$ cat config.mk
export PLATFORM = sky130hd
export DESIGN_NAME = seismic_channel_config_regs
export DESIGN_NICKNAME = d
export VERILOG_FILES = /design/src/config_regs_pkg.sv /design/src/seismic_channel_config_regs.sv /design/src/spi_frame_port.sv
export SDC_FILE = /design/constraint.sdc
export NUM_CORES = 1
export LEC_CHECK = 0
export CAP_MARGIN = 25
export CORE_ASPECT_RATIO = 1.1
export CORE_MARGIN = 2
export CORE_UTILIZATION = 55
export CTS_BUF_LIST = sky130_fd_sc_hd__clkbuf_8
export CTS_CLUSTER_DIAMETER = 150
export CTS_CLUSTER_SIZE = 16
export DETAILED_ROUTE_END_ITERATION = 10
export DONT_BUFFER_PORTS = 1
export HOLD_SLACK_MARGIN = 0.02
export PLACE_DENSITY = 0.7
export SYNTH_ARGS = -nofsm -noshare
export SYNTH_HDL_FRONTEND = slang
export SYNTH_SLANG_ARGS = --single-unit
$ cat constraint.sdc
create_clock -name CLK_SYS -period 3.72 [get_ports CLK_SYS]
set_clock_uncertainty 0.1 [all_clocks]
set_input_delay 0 -clock CLK_SYS [delete_from_list [all_inputs] [get_ports CLK_SYS]]
set_output_delay 0 -clock CLK_SYS [all_outputs]
set_load 0.01 [all_outputs]
$ cat src/config_regs_pkg.sv
// Shared constants and types for the channel configuration register bank.
// Assumes a single system clock domain and an SPI master on the far side.
package config_regs_pkg;

    // Register width and addresses (7-bit register address field).
    localparam int REG_W = 8;
    localparam logic [6:0] ADDR_REVISION = 7'h00;
    localparam logic [6:0] ADDR_AMP_ONE = 7'h01;
    localparam logic [6:0] ADDR_AMP_TWO = 7'h02;
    localparam logic [6:0] ADDR_MODULATOR = 7'h03;
    localparam logic [6:0] ADDR_BIAS = 7'h04;

    // Reset values of the writable registers.
    localparam logic [7:0] AMP_ONE_RESET = 8'h00;
    localparam logic [7:0] AMP_TWO_RESET = 8'h00;
    localparam logic [7:0] MODULATOR_RESET = 8'h00;
    localparam logic [7:0] BIAS_RESET = 8'h00;

    // Bits that hold a function; all other positions store and read as zero.
    localparam logic [7:0] AMP_ONE_MASK = 8'hFF;
    localparam logic [7:0] AMP_TWO_MASK = 8'hF7;
    localparam logic [7:0] MODULATOR_MASK = 8'hF0;
    localparam logic [7:0] BIAS_MASK = 8'hBF;

    // Input selection codes of the channel one multiplexer.
    localparam logic [1:0] SEL_BOTH = 2'h3;
    localparam logic [1:0] SEL_INPUT_A = 2'h2;
    localparam logic [1:0] SEL_INPUT_B = 2'h1;
    localparam logic [1:0] SEL_TERMINATION = 2'h0;

    // Gain code that holds no gain setting.
    localparam logic [2:0] GAIN_RESERVED = 3'h7;

    // Serial frame layout: command byte then data byte, MSB first.
    localparam int FRAME_BYTE_BITS = 8;
    localparam int READ_FLAG_BIT = 7;
    localparam logic [2:0] LAST_BIT_COUNT = 3'h7;

    // Channel one configuration register, field layout from bit 7 down.
    typedef struct packed {
        logic channel_one_sleep;
        logic channel_one_precision;
        logic [1:0] channel_one_input_select;
        logic guard_off;
        logic [2:0] channel_one_amplification;
    } amp_one_cfg_t;

    // Decoded controls that drive the channel one analog front end.
    typedef struct packed {
        logic sleep;
        logic precision;
        logic input_a_en;
        logic input_b_en;
        logic termination_en;
        logic guard_en;
        logic [2:0] gain_log2;
        logic gain_reserved;
    } channel_one_ctrl_t;

    // Serial frame states.
    typedef enum logic [1:0] {
        FRAME_IDLE = 2'b00,
        FRAME_CMD = 2'b01,
        FRAME_DATA = 2'b10,
        FRAME_DONE = 2'b11
    } frame_state_t;

endpackage

$ cat src/seismic_channel_config_regs.sv
// Configuration register bank for a dual amplifier and modulator channel pair.
// Holds the fixed revision code, the channel one register with its decoded controls,
// and plain registers for channel two, the modulator pair and the bias currents.
// Assumes an external SPI master; all registers sit on the system clock.
// Assumes chip select stays high at least three clocks between frames, and that
// each SCK half period lasts four system clocks or more.
// Assumes the analog side takes the configuration outputs as static levels.
// Assumes reset clears the writable registers and leaves the revision code alone.
//
// Summary of operation
// - Five 8-bit registers at 0x00 to 0x04; address 0 read-only, others read/write.
// - Address 0x00 always returns the same fixed 8-bit revision code.
// - Channel one register: sleep, precision, input select, guard off, gain.
// - Channel one register resets to all zeros.
// - Bit positions without a function read back as zero.
// - Input select 11 both, 10 A only, 01 B only, 00 termination.
// - Gain is two to the power of the code, 000 to 110; 111 reserved.
// - Sleep and precision active high; guard bit active low.
`timescale 1ns/100ps
module seismic_channel_config_regs
    import config_regs_pkg::*;
#(
    // Revision code value is arbitrary.
    parameter logic [7:0] REVISION_CODE = 8'hA5
)
(
    // Clock and reset.
    input wire logic CLK_SYS,
    input wire logic RESETN,
    // SPI port.
    input wire logic SPI_SCK,
    input wire logic SPI_CS_N,
    input wire logic SPI_MOSI,
    output logic SPI_MISO,
    output logic SPI_MISO_OE,
    // Configuration outputs to the analog channels.
    output channel_one_ctrl_t CH1_CTRL,
    output logic [7:0] AMP2_CONFIG,
    output logic [7:0] MODULATOR_CONFIG,
    output logic [7:0] BIAS_CONFIG
);

    ////////////////////////////////////////////////////////////////////////////
    logic [6:0] reg_addr;
    logic wr_strobe;
    logic [7:0] wr_data;
    logic [7:0] read_data;
    amp_one_cfg_t amp_one_reg;
    logic [7:0] amp_two_reg;
    logic [7:0] modulator_reg;
    logic [7:0] bias_reg;
    channel_one_ctrl_t ch1_ctrl_reg, ch1_ctrl_next;
    wire sel_amp_one;
    wire sel_amp_two;
    wire sel_modulator;
    wire sel_bias;
    wire sel_revision;
    wire [7:0] revision_code_field;

    // Per-register write enables and gated read terms.
    wire wr_amp_one;
    wire wr_amp_two;
    wire wr_modulator;
    wire wr_bias;
    wire [7:0] rd_revision;
    wire [7:0] rd_amp_one;
    wire [7:0] rd_amp_two;
    wire [7:0] rd_modulator;
    wire [7:0] rd_bias;

    // Serial port front end. Each 16-bit frame becomes one register access: the
    // command byte sets the address, and the data byte is written or shifted out.
    // A write reaches the registers a few clocks after the last SCK rise at the pin.
    // A frame whose chip select rises early writes nothing at all.
    // Read data is taken from the mux one clock after the command byte completes.
    spi_frame_port port_inst (
        .clk(CLK_SYS),
        .resetn(RESETN),
        .sck_pin(SPI_SCK),
        .cs_n_pin(SPI_CS_N),
        .mosi_pin(SPI_MOSI),
        .miso(SPI_MISO),
        .miso_oe(SPI_MISO_OE),
        .read_data(read_data),
        .reg_addr(reg_addr),
        .wr_strobe(wr_strobe),
        .wr_data(wr_data)
    );

    ////////////////////////////////////////////////////////////////////////////
    // Address decode; the revision register has no write select at all.
    // Only the low seven bits of the command byte form the address. Every address
    // above the bias register decodes to nothing, so reads return zero there and
    // writes are dropped without touching any register.
    assign sel_revision = (reg_addr == ADDR_REVISION);
    assign sel_amp_one = (reg_addr == ADDR_AMP_ONE);
    assign sel_amp_two = (reg_addr == ADDR_AMP_TWO);
    assign sel_modulator = (reg_addr == ADDR_MODULATOR);
    assign sel_bias = (reg_addr == ADDR_BIAS);
    assign revision_code_field = REVISION_CODE;

    // Write enables; address 0 and unmapped addresses never get one.
    // The port raises its strobe for one clock, so a frame loads one register once.
    assign wr_amp_one = wr_strobe && sel_amp_one;
    assign wr_amp_two = wr_strobe && sel_amp_two;
    assign wr_modulator = wr_strobe && sel_modulator;
    assign wr_bias = wr_strobe && sel_bias;

    // Channel one register; every bit holds a function, so the mask keeps all of them.
    // Its decode below lags it by one clock.
    always_ff @(posedge CLK_SYS or negedge RESETN) begin
        if (!RESETN) begin
            amp_one_reg <= amp_one_cfg_t'(AMP_ONE_RESET);
        end else if (wr_amp_one) begin
            amp_one_reg <= amp_one_cfg_t'(wr_data & AMP_ONE_MASK);
        end
    end

    // Channel two register; its reserved bit is cleared on the way in.
    // It therefore always reads back as zero.
    always_ff @(posedge CLK_SYS or negedge RESETN) begin
        if (!RESETN) begin
            amp_two_reg <= AMP_TWO_RESET;
        end else if (wr_amp_two) begin
            amp_two_reg <= wr_data & AMP_TWO_MASK;
        end
    end

    // Modulator register; the low nibble holds no function and stores zero.
    // Clearing on write keeps the read path a plain copy of the register.
    always_ff @(posedge CLK_SYS or negedge RESETN) begin
        if (!RESETN) begin
            modulator_reg <= MODULATOR_RESET;
        end else if (wr_modulator) begin
            modulator_reg <= wr_data & MODULATOR_MASK;
        end
    end

    // Bias register; bit 6 holds no function and stores zero.
    // A stored one there could otherwise leak onto the bias output.
    always_ff @(posedge CLK_SYS or negedge RESETN) begin
        if (!RESETN) begin
            bias_reg <= BIAS_RESET;
        end else if (wr_bias) begin
            bias_reg <= wr_data & BIAS_MASK;
        end
    end

    // Read mux; unmapped addresses read as zero.
    // Each source is gated by its own select; the selects are exclusive, so at most
    // one term is non-zero and a plain OR merges them. The revision code comes
    // straight from the parameter, so neither reset nor any write can alter it.
    assign rd_revision = sel_revision ? revision_code_field : 8'h00;
    assign rd_amp_one = sel_amp_one ? 8'(amp_one_reg) : 8'h00;
    assign rd_amp_two = sel_amp_two ? amp_two_reg : 8'h00;
    assign rd_modulator = sel_modulator ? modulator_reg : 8'h00;
    assign rd_bias = sel_bias ? bias_reg : 8'h00;
    assign read_data = rd_revision | rd_amp_one | rd_amp_two | rd_modulator | rd_bias;

    ////////////////////////////////////////////////////////////////////////////
    // Channel one decode into front-end controls, registered for clean outputs.
    // Exactly one path is chosen for each select code: both inputs, one input,
    // or the termination. An unused code can never leave the input floating.
    // Registering the decode keeps glitches of the select logic off the switches.
    // The reserved gain code is kept in the register so that it reads back as written.
    always_comb begin
        ch1_ctrl_next.sleep = amp_one_reg.channel_one_sleep;
        ch1_ctrl_next.precision = amp_one_reg.channel_one_precision;
        ch1_ctrl_next.guard_en = !amp_one_reg.guard_off;
        ch1_ctrl_next.input_a_en = 1'b0;
        ch1_ctrl_next.input_b_en = 1'b0;
        ch1_ctrl_next.termination_en = 1'b0;
        case (amp_one_reg.channel_one_input_select)
            SEL_BOTH: begin
                ch1_ctrl_next.input_a_en = 1'b1;
                ch1_ctrl_next.input_b_en = 1'b1;
            end
            SEL_INPUT_A: begin
                ch1_ctrl_next.input_a_en = 1'b1;
            end
            SEL_INPUT_B: begin
                ch1_ctrl_next.input_b_en = 1'b1;
            end
            SEL_TERMINATION: begin
                ch1_ctrl_next.termination_en = 1'b1;
            end
            default: begin
                ch1_ctrl_next.termination_en = 1'b1;
            end
        endcase
        // Reserved gain code falls back to unity gain and raises a flag.
        if (amp_one_reg.channel_one_amplification == GAIN_RESERVED) begin
            ch1_ctrl_next.gain_log2 = 3'h0;
            ch1_ctrl_next.gain_reserved = 1'b1;
        end else begin
            ch1_ctrl_next.gain_log2 = amp_one_reg.channel_one_amplification;
            ch1_ctrl_next.gain_reserved = 1'b0;
        end
    end

    // Output stage for the channel one controls.
    // Reset clears it to all zeros; the decode of the reset value follows one clock
    // after release, which turns the termination and the guard on.
    always_ff @(posedge CLK_SYS or negedge RESETN) begin
        if (!RESETN) begin
            ch1_ctrl_reg <= '0;
        end else begin
            ch1_ctrl_reg <= ch1_ctrl_next;
        end
    end

    // Remaining configuration passes straight from the registers.
    // These outputs come from flip-flops and change only on a committed write or reset.
    // The analog side may therefore hold them as static levels between frames.
    assign CH1_CTRL = ch1_ctrl_reg;
    assign AMP2_CONFIG = amp_two_reg;
    assign MODULATOR_CONFIG = modulator_reg;
    assign BIAS_CONFIG = bias_reg;

endmodule

$ cat src/spi_frame_port.sv
// Serial port that turns SPI frames into register read and write requests.
// Assumes SCK runs well below a quarter of the system clock rate.
`timescale 1ns/100ps
module spi_frame_port
    import config_regs_pkg::*;
(
    // Clock and reset.
    input wire logic clk,
    input wire logic resetn,
    // Serial pins.
    input wire logic sck_pin,
    input wire logic cs_n_pin,
    input wire logic mosi_pin,
    output logic miso,
    output logic miso_oe,
    // Register side.
    input wire logic [7:0] read_data,
    output logic [6:0] reg_addr,
    output logic wr_strobe,
    output logic [7:0] wr_data
);

    ////////////////////////////////////////////////////////////////////////////
    logic sck_meta_reg, sck_sync_reg, sck_last_reg;
    logic cs_n_meta_reg, cs_n_sync_reg;
    logic mosi_meta_reg, mosi_sync_reg;
    frame_state_t state_reg, state_next;
    logic [2:0] bit_cnt_reg, bit_cnt_next;
    logic [7:0] rx_reg, rx_next;
    logic [7:0] tx_reg, tx_next;
    logic [7:0] cmd_reg, cmd_next;
    logic load_reg, load_next;
    logic wr_strobe_reg, wr_strobe_next;
    logic [7:0] wr_data_reg, wr_data_next;
    wire sck_rise;
    wire frame_active;
    wire is_read;
    wire [7:0] rx_shifted;

    // Pins pass two flip-flops before any logic looks at them.
    always_ff @(posedge clk or negedge resetn) begin
        if (!resetn) begin
            sck_meta_reg <= 1'b0;
            sck_sync_reg <= 1'b0;
            sck_last_reg <= 1'b0;
            cs_n_meta_reg <= 1'b1;
            cs_n_sync_reg <= 1'b1;
            mosi_meta_reg <= 1'b0;
            mosi_sync_reg <= 1'b0;
        end else begin
            sck_meta_reg <= sck_pin;
            sck_sync_reg <= sck_meta_reg;
            sck_last_reg <= sck_sync_reg;
            cs_n_meta_reg <= cs_n_pin;
            cs_n_sync_reg <= cs_n_meta_reg;
            mosi_meta_reg <= mosi_pin;
            mosi_sync_reg <= mosi_meta_reg;
        end
    end

    ////////////////////////////////////////////////////////////////////////////
    // Edge and frame decode from the synchronised copies only.
    assign frame_active = !cs_n_sync_reg;
    assign sck_rise = frame_active && sck_sync_reg && !sck_last_reg;
    assign is_read = cmd_reg[READ_FLAG_BIT];
    assign rx_shifted = {rx_reg[6:0], mosi_sync_reg};

    // Frame sequencer: command byte, then one data byte, extra bits ignored.
    always_comb begin
        state_next = state_reg;
        bit_cnt_next = bit_cnt_reg;
        rx_next = rx_reg;
        tx_next = tx_reg;
        cmd_next = cmd_reg;
        load_next = 1'b0;
        wr_strobe_next = 1'b0;
        wr_data_next = wr_data_reg;
        if (load_reg) begin
            tx_next = read_data;
        end
        case (state_reg)
            FRAME_IDLE: begin
                bit_cnt_next = 3'h0;
                if (frame_active) begin
                    state_next = FRAME_CMD;
                end
            end
            FRAME_CMD: begin
                if (sck_rise) begin
                    rx_next = rx_shifted;
                    bit_cnt_next = bit_cnt_reg + 3'h1;
                    if (bit_cnt_reg == LAST_BIT_COUNT) begin
                        cmd_next = rx_shifted;
                        load_next = 1'b1;
                        state_next = FRAME_DATA;
                    end
                end
            end
            FRAME_DATA: begin
                if (sck_rise) begin
                    rx_next = rx_shifted;
                    tx_next = {tx_reg[6:0], 1'b0};
                    bit_cnt_next = bit_cnt_reg + 3'h1;
                    if (bit_cnt_reg == LAST_BIT_COUNT) begin
                        wr_strobe_next = !is_read;
                        wr_data_next = rx_shifted;
                        state_next = FRAME_DONE;
                    end
                end
            end
            FRAME_DONE: begin
                bit_cnt_next = 3'h0;
            end
            default: begin
                state_next = FRAME_IDLE;
            end
        endcase
        // A frame cut short by chip select leaves no effect.
        if (!frame_active) begin
            state_next = FRAME_IDLE;
            wr_strobe_next = 1'b0;
        end
    end

    // Frame state registers.
    always_ff @(posedge clk or negedge resetn) begin
        if (!resetn) begin
            state_reg <= FRAME_IDLE;
            bit_cnt_reg <= 3'h0;
            rx_reg <= 8'h00;
            tx_reg <= 8'h00;
            cmd_reg <= 8'h00;
            load_reg <= 1'b0;
            wr_strobe_reg <= 1'b0;
            wr_data_reg <= 8'h00;
        end else begin
            state_reg <= state_next;
            bit_cnt_reg <= bit_cnt_next;
            rx_reg <= rx_next;
            tx_reg <= tx_next;
            cmd_reg <= cmd_next;
            load_reg <= load_next;
            wr_strobe_reg <= wr_strobe_next;
            wr_data_reg <= wr_data_next;
        end
    end

    ////////////////////////////////////////////////////////////////////////////
    // Outputs; MISO is driven only during the data byte of a read.
    assign reg_addr = cmd_reg[6:0];
    assign wr_strobe = wr_strobe_reg;
    assign wr_data = wr_data_reg;
    assign miso = tx_reg[7];
    assign miso_oe = (state_reg == FRAME_DATA) && is_read;

endmodule

[Word-level counts from Yosys, hierarchy flattened]
Cells that the tools add are included.
Storage, ports and cells
  register bits: 81
  latch bits: 0
  memory bits (writable): 0
  bits in read-only memories: 0
  input bits: 5
  output and inout bits: 36
  logic and storage cells: 103
  memories kept: 0
Operators by class
  add/sub/neg operators: 1
  multipliers: 0
  div/mod/pow operators: 0
  order comparisons: 0
  equal/unequal tests: 17
  shift-type cells: 0
  muxes and demuxes: 27
  bitwise gates (word level): 4
  reduce and logical (&&, ||, !) cells: 23
Operators with widths (number)
  8-bit two-way mux: 8
  8-bit bitwise OR: 4
  7-bit by 2-bit == test with 1-bit output, second input constant: 2
  3-bit by 1-bit != test with 1-bit output, second input constant: 4
  1-bit two-way mux: 10
  2-bit two-way mux: 5
  2-bit == test, second input constant: 4
  2-bit OR reduction: 4
  7-bit by 1-bit == test with 1-bit output, second input constant: 1
  7-bit by 3-bit == test with 1-bit output, second input constant: 1
  1-bit logical AND: 7
  7-bit zero test: 1
  3-bit == test, second input constant: 2
  2-bit one-hot mux with 3 select lines: 1
  3-bit one-hot mux with 2 select lines: 1
  3-bit AND reduction: 2
  5-bit AND reduction: 1
  2-bit by 1-bit == test with 1-bit output, second input constant: 2
  1-bit zero test: 4
  2-bit zero test: 2
  4-bit two-way mux: 1
  4-bit nonzero test: 1
  3-bit by 1-bit adder with 3-bit output, second input constant: 1
  3-bit two-way mux: 1
  other kinds (2): 2

[Logic depth before layout (Yosys ltp)]
  depth after elaboration: 9
  gate-level depth with buffers: 7
  mapped depth without buffers: 6

[By module]
A second synthesis with hierarchy kept.
Second synthesis, totals
  cell total of the unflattened synthesis: 266
  area total of the unflattened synthesis: 3512.1 um^2
By module, submodules not included
  spi_frame_port: times used 1, cells each 136, area each 1864.3 um^2, sequential area each 1128.6 um^2
  seismic_channel_config_regs: times used 1, cells each 130, area each 1647.8 um^2, sequential area each 900.9 um^2

[Worst setup path after synthesis]
Ideal clock, no wire load.
  kind: register to register
  from: reg port_inst.cmd_reg[3]
  to: reg bias_reg[0] (netlist: BIAS_CONFIG[0])
  setup time: 0.125 ns
  data arrival time: 1.845 ns
  data required time: 3.495 ns
  slack: 1.651 ns
  cell stages (with the launch flop): 6
  buffers on the path: 1
  period minus slack after synthesis: 2.069 ns
  cells stage by stage: dfrtp_1 or4_1 buf_6 nor4b_4 nand2_4 mux2_2
Between the ends
  word-level cells in the longest chain between the ends: 2
Ends and longest elaborated chain
  start, declared: line spi_frame_port.sv:31  | logic [7:0] cmd_reg, cmd_next;
  start signal, assigned: line spi_frame_port.sv:141  | cmd_reg <= cmd_next;
  7-bit by 3-bit == test with 1-bit output: line seismic_channel_config_regs.sv:99  | assign sel_bias = (reg_addr == ADDR_BIAS);
  1-bit logical AND: line seismic_channel_config_regs.sv:107  | assign wr_bias = wr_strobe && sel_bias;
  end signal, assigned: line seismic_channel_config_regs.sv:145  | bias_reg <= wr_data & BIAS_MASK;
  end, declared: line seismic_channel_config_regs.sv:51  | logic [7:0] bias_reg;
Every way passes these cells.
A chain may end at the register's enable or synchronous reset.

[Worst setup path in the final report]
  from: reg port_inst.cmd_reg[0]
  to: reg amp_one_reg[5] (netlist name)
Between the ends
  word-level cells in the longest chain between the ends: 2
Ends and longest elaborated chain
  7-bit by 1-bit == test with 1-bit output: line seismic_channel_config_regs.sv:96  | assign sel_amp_one = (reg_addr == ADDR_AMP_ONE);
  1-bit logical AND: line seismic_channel_config_regs.sv:104  | assign wr_amp_one = wr_strobe && sel_amp_one;
  end signal, assigned: line seismic_channel_config_regs.sv:113  | amp_one_reg <= amp_one_cfg_t'(AMP_ONE_RESET);
  end signal, assigned: line seismic_channel_config_regs.sv:115  | amp_one_reg <= amp_one_cfg_t'(wr_data & AMP_ONE_MASK);
  end, declared: line seismic_channel_config_regs.sv:48  | amp_one_cfg_t amp_one_reg;
Every way passes these cells.

==> results by group <==
Detailed routing
  • Total routed wirelength: 6120 µm
  • Via-per-instance ratio: 5.79
  • DRT antenna net count: 0
  • Wl on met1: 2750 µm
  • WL/cell: 18.3 µm
  • Top layer in use: met4
  • DRC Markers: 0
  • Via count: 1933
  • Initial drt markers: between 150 and 200
  • Met3 routed WL: 249 µm
  • Initial DRT Pass Iterations: 4
  • Metal2 WL: ~3000 µm

Yosys
  • Main combinational cell family by area after synthesis: multiplexers
  • Cells after Synth: 249
  • Simple-gate portion of the synthesized area: 9.13%
  • Compound-Gate Fraction of Synth Area: 6.94%
  • Register area share after synthesis: roughly three fifths
  • Xor-xnor portion of the synthesized cell area: 0.261%
  • Synth Area in Adders: 1.86%
  • Yosys reg bits: 81
  • Main synth FF type: dfrtp_1
  • Cell variety after synth: 38
  • Synthesized cell area: 3360 µm²
  • Number of synthesis warnings: 0
  • Mux cell area share after synthesis: 17.6%
  • Syn avg cell area: 13.5 µm²
  • Number of flops mapped to enable cells by yosys: 0
  • Ys async rst share: 100%

Critical path
  • Reg2reg path depth: 4
  • Reg2reg end: amp_one_reg[5]$_DFFE_PN0P_
  • Kind of end point of the critical path: flip-flop
  • Worst r2r src: port_inst.cmd_reg[0]$_DFFE_PN0P_
  • CP Class: reg -> reg
  • Max FO, Critical Path: 13
  • Arr. time, crit path: 2680 ps
  • CP startpoint kind: flip-flop
  • Data required, critical path: slightly below 4000 ps
  • CP peak stage delay: 710 ps
  • CP cell instances: nor2b_1 -> nor3b_1 -> nand2_2 -> mux2_2
  • R2r setup slk: 1170 ps
  • Crit path max-delay cell type: dfrtp_1

STA
  • Setup-failing EPs final: 0
  • Slew margin rel.: 56.7%
  • RSZ-0062 raised after global routing: false
  • Post-layout minimum cycle time: 2550 ps
  • Setup TNS: 0 ps
  • Fmax achieved: 0.391 GHz
  • Final Max Slew Viols: 0
  • Tcrit/Tclk final: 68.7%
  • Least-Margin Pin Slew: 641 ps
  • Fin. Hold Viols: 0

Clocking
  • CTS tree: done
  • Max clock buf depth: 2
  • Clock transition at path regs: 80 ps
  • Sink Count: between 80 and 90
  • Postcts setup bufs: 0
  • CTS Root Cell: clkbuf_8
  • Worst-Skew Late Latency: 340 ps
  • H-tree lvl count: 3
  • TritonCTS buffer count: 9

Placement
  • DP HPWL: 4130 µm
  • IO buf count: 0
  • RD Place Congestion: 0.798
  • Dpl cells: roughly 320

Floorplan
  • Die Y: 85.9 µm
  • Die area: roughly 6700 µm²
  • Die Width: approximately 78 µm
  • Num rows: 29
  • Ports: 41
  • Core Region: 5840 µm²
  • Initial Util: between 50% and 60%

Power
  • Maximum VDD drop: 0.273 mV
  • P_leak: 0.00176 µW
  • Post-layout total power: 1680 µW
  • PwrDens: 468 nW/µm²

Min path
  • Hold Path Class: in -> async

Finish
  • Layout area overhead: 7.05%
  • Ant. Diodes: 0
  • Nets: between 200 and 300
  • Max reg flops: 10
  • Non-filler cells, final: ~330
  • Fraction of layout cells with a size suffix above 1: 26.5%
  • Leading cell type in the layout, fill and taps excluded: dfrtp_1
  • Most frequent cells in the layout: dfrtp_1 (79), mux2_2 (49), inv_1 (12)
  • Fill cells: 466

Global route
  • First-pass GRT wire length: 10100 µm
  • Total track usage: 20.2%
  • Largest net degree at the start of global routing: between 80 and 90
  • Initial antenna violation count: 0
  • Vias in the first global route: roughly 1900
  • GRT Residual Overflow: 0

Job
  • Maximum Capacitance Violations: 0

Outcome
  • Status: finished, final reports clean
area by class of cell:
type                       instances  area (µm²)  share of cell area, %
clock buffer                       9         124                   3.45
clock inverter                     5        20.0                  0.557
inverter                           8        30.0                  0.836
multi-input combinational        149        1220                   34.1
sequential                        81        2030                   56.5
tap                               77        96.3                   2.68
timing repair buffer               5        67.6                   1.88
worst max-delay path, delay by kind of cell (launching register included):
family        cells  cell delay (ps)
simple gates      3             1280
mux               1              340
flops             1              710
where the power goes:
part	internal, µW	switching [µW]
clock	224	285
sequential	941	49.0
combinational	83.8	99.2
total	1250	433
Yosys cell counts, types with 2 or more instances:
cell type   n  area [µm²]
mux2_2     49         552
and2_1      3        18.8
o22ai_1     3        18.8
mux2i_1     4        40.0
a221oi_1    5        43.8
ha_1        5        62.6
clkbuf_1    8        30.0
inv_1       8        30.0
dfrtp_1    79        1980
nor2b_1     9        56.3
a21oi_1    10        50.1
o21ai_0    10        50.1
dfstp_2     2        52.6
a22o_1      3        26.3
buf_4       6        45.0
nand3_1     4        20.0
a22oi_1     3        22.5
nand2_1    10        37.5
nor2_1      9        33.8
kinds of logic (layout without fill, tap and decap cells):
group | after synthesis | after routing
adders and majority gates | 5 | 5
xor gates and xnor gates | 1 | 1
AOI/OAI and AO/OA | 37 | 37
and+or+nand+nor | 47 | 47
muxes | 53 | 53
other | 1 | 6
buffers and inverters | 24 | 27
DFF | 81 | 81
metal layers:
metal	vias to the layer above	track usage, %
li1	879	-
met1	987	26.9
met2	55	31.7
met3	12	5.37
met4	0	8.13
met5	-	0
through the flow:
stage	util, %	cell area (µm²)	hold slack, ps	worst slack [ps]
floorplan	-	3370	-396	1650
global placement	57.9	3380	-394	1220
detailed placement	57.9	3380	-394	1190
CTS	61.5	3590	83.5	1160
global route	61.5	3590	77.5	961
finish	61.5	3590	93.6	1170
worst max path at each step:
stage	to	cells after the start	slack, ps	startpoint
final	amp_one_reg[5]$_DFFE_PN0P_	4	1170	port_inst.cmd_reg[0]$_DFFE_PN0P_
after global routing	amp_one_reg[5]$_DFFE_PN0P_	4	960	port_inst.cmd_reg[0]$_DFFE_PN0P_
after CTS	amp_one_reg[5]$_DFFE_PN0P_	4	1160	port_inst.cmd_reg[0]$_DFFE_PN0P_
after detailed placement	amp_one_reg[5]$_DFFE_PN0P_	4	1190	port_inst.cmd_reg[0]$_DFFE_PN0P_
after global placement	amp_one_reg[6]$_DFFE_PN0P_	4	1220	port_inst.cmd_reg[0]$_DFFE_PN0P_
after floorplan	BIAS_CONFIG[0]$_DFFE_PN0P_	5	1650	port_inst.cmd_reg[3]$_DFFE_PN0P_
timing repair:
action	CTS	global route
hold endpoints to repair	84	0
hold buffers	5	0
resized for setup	0	0
(Power assumes the default switching activity.)
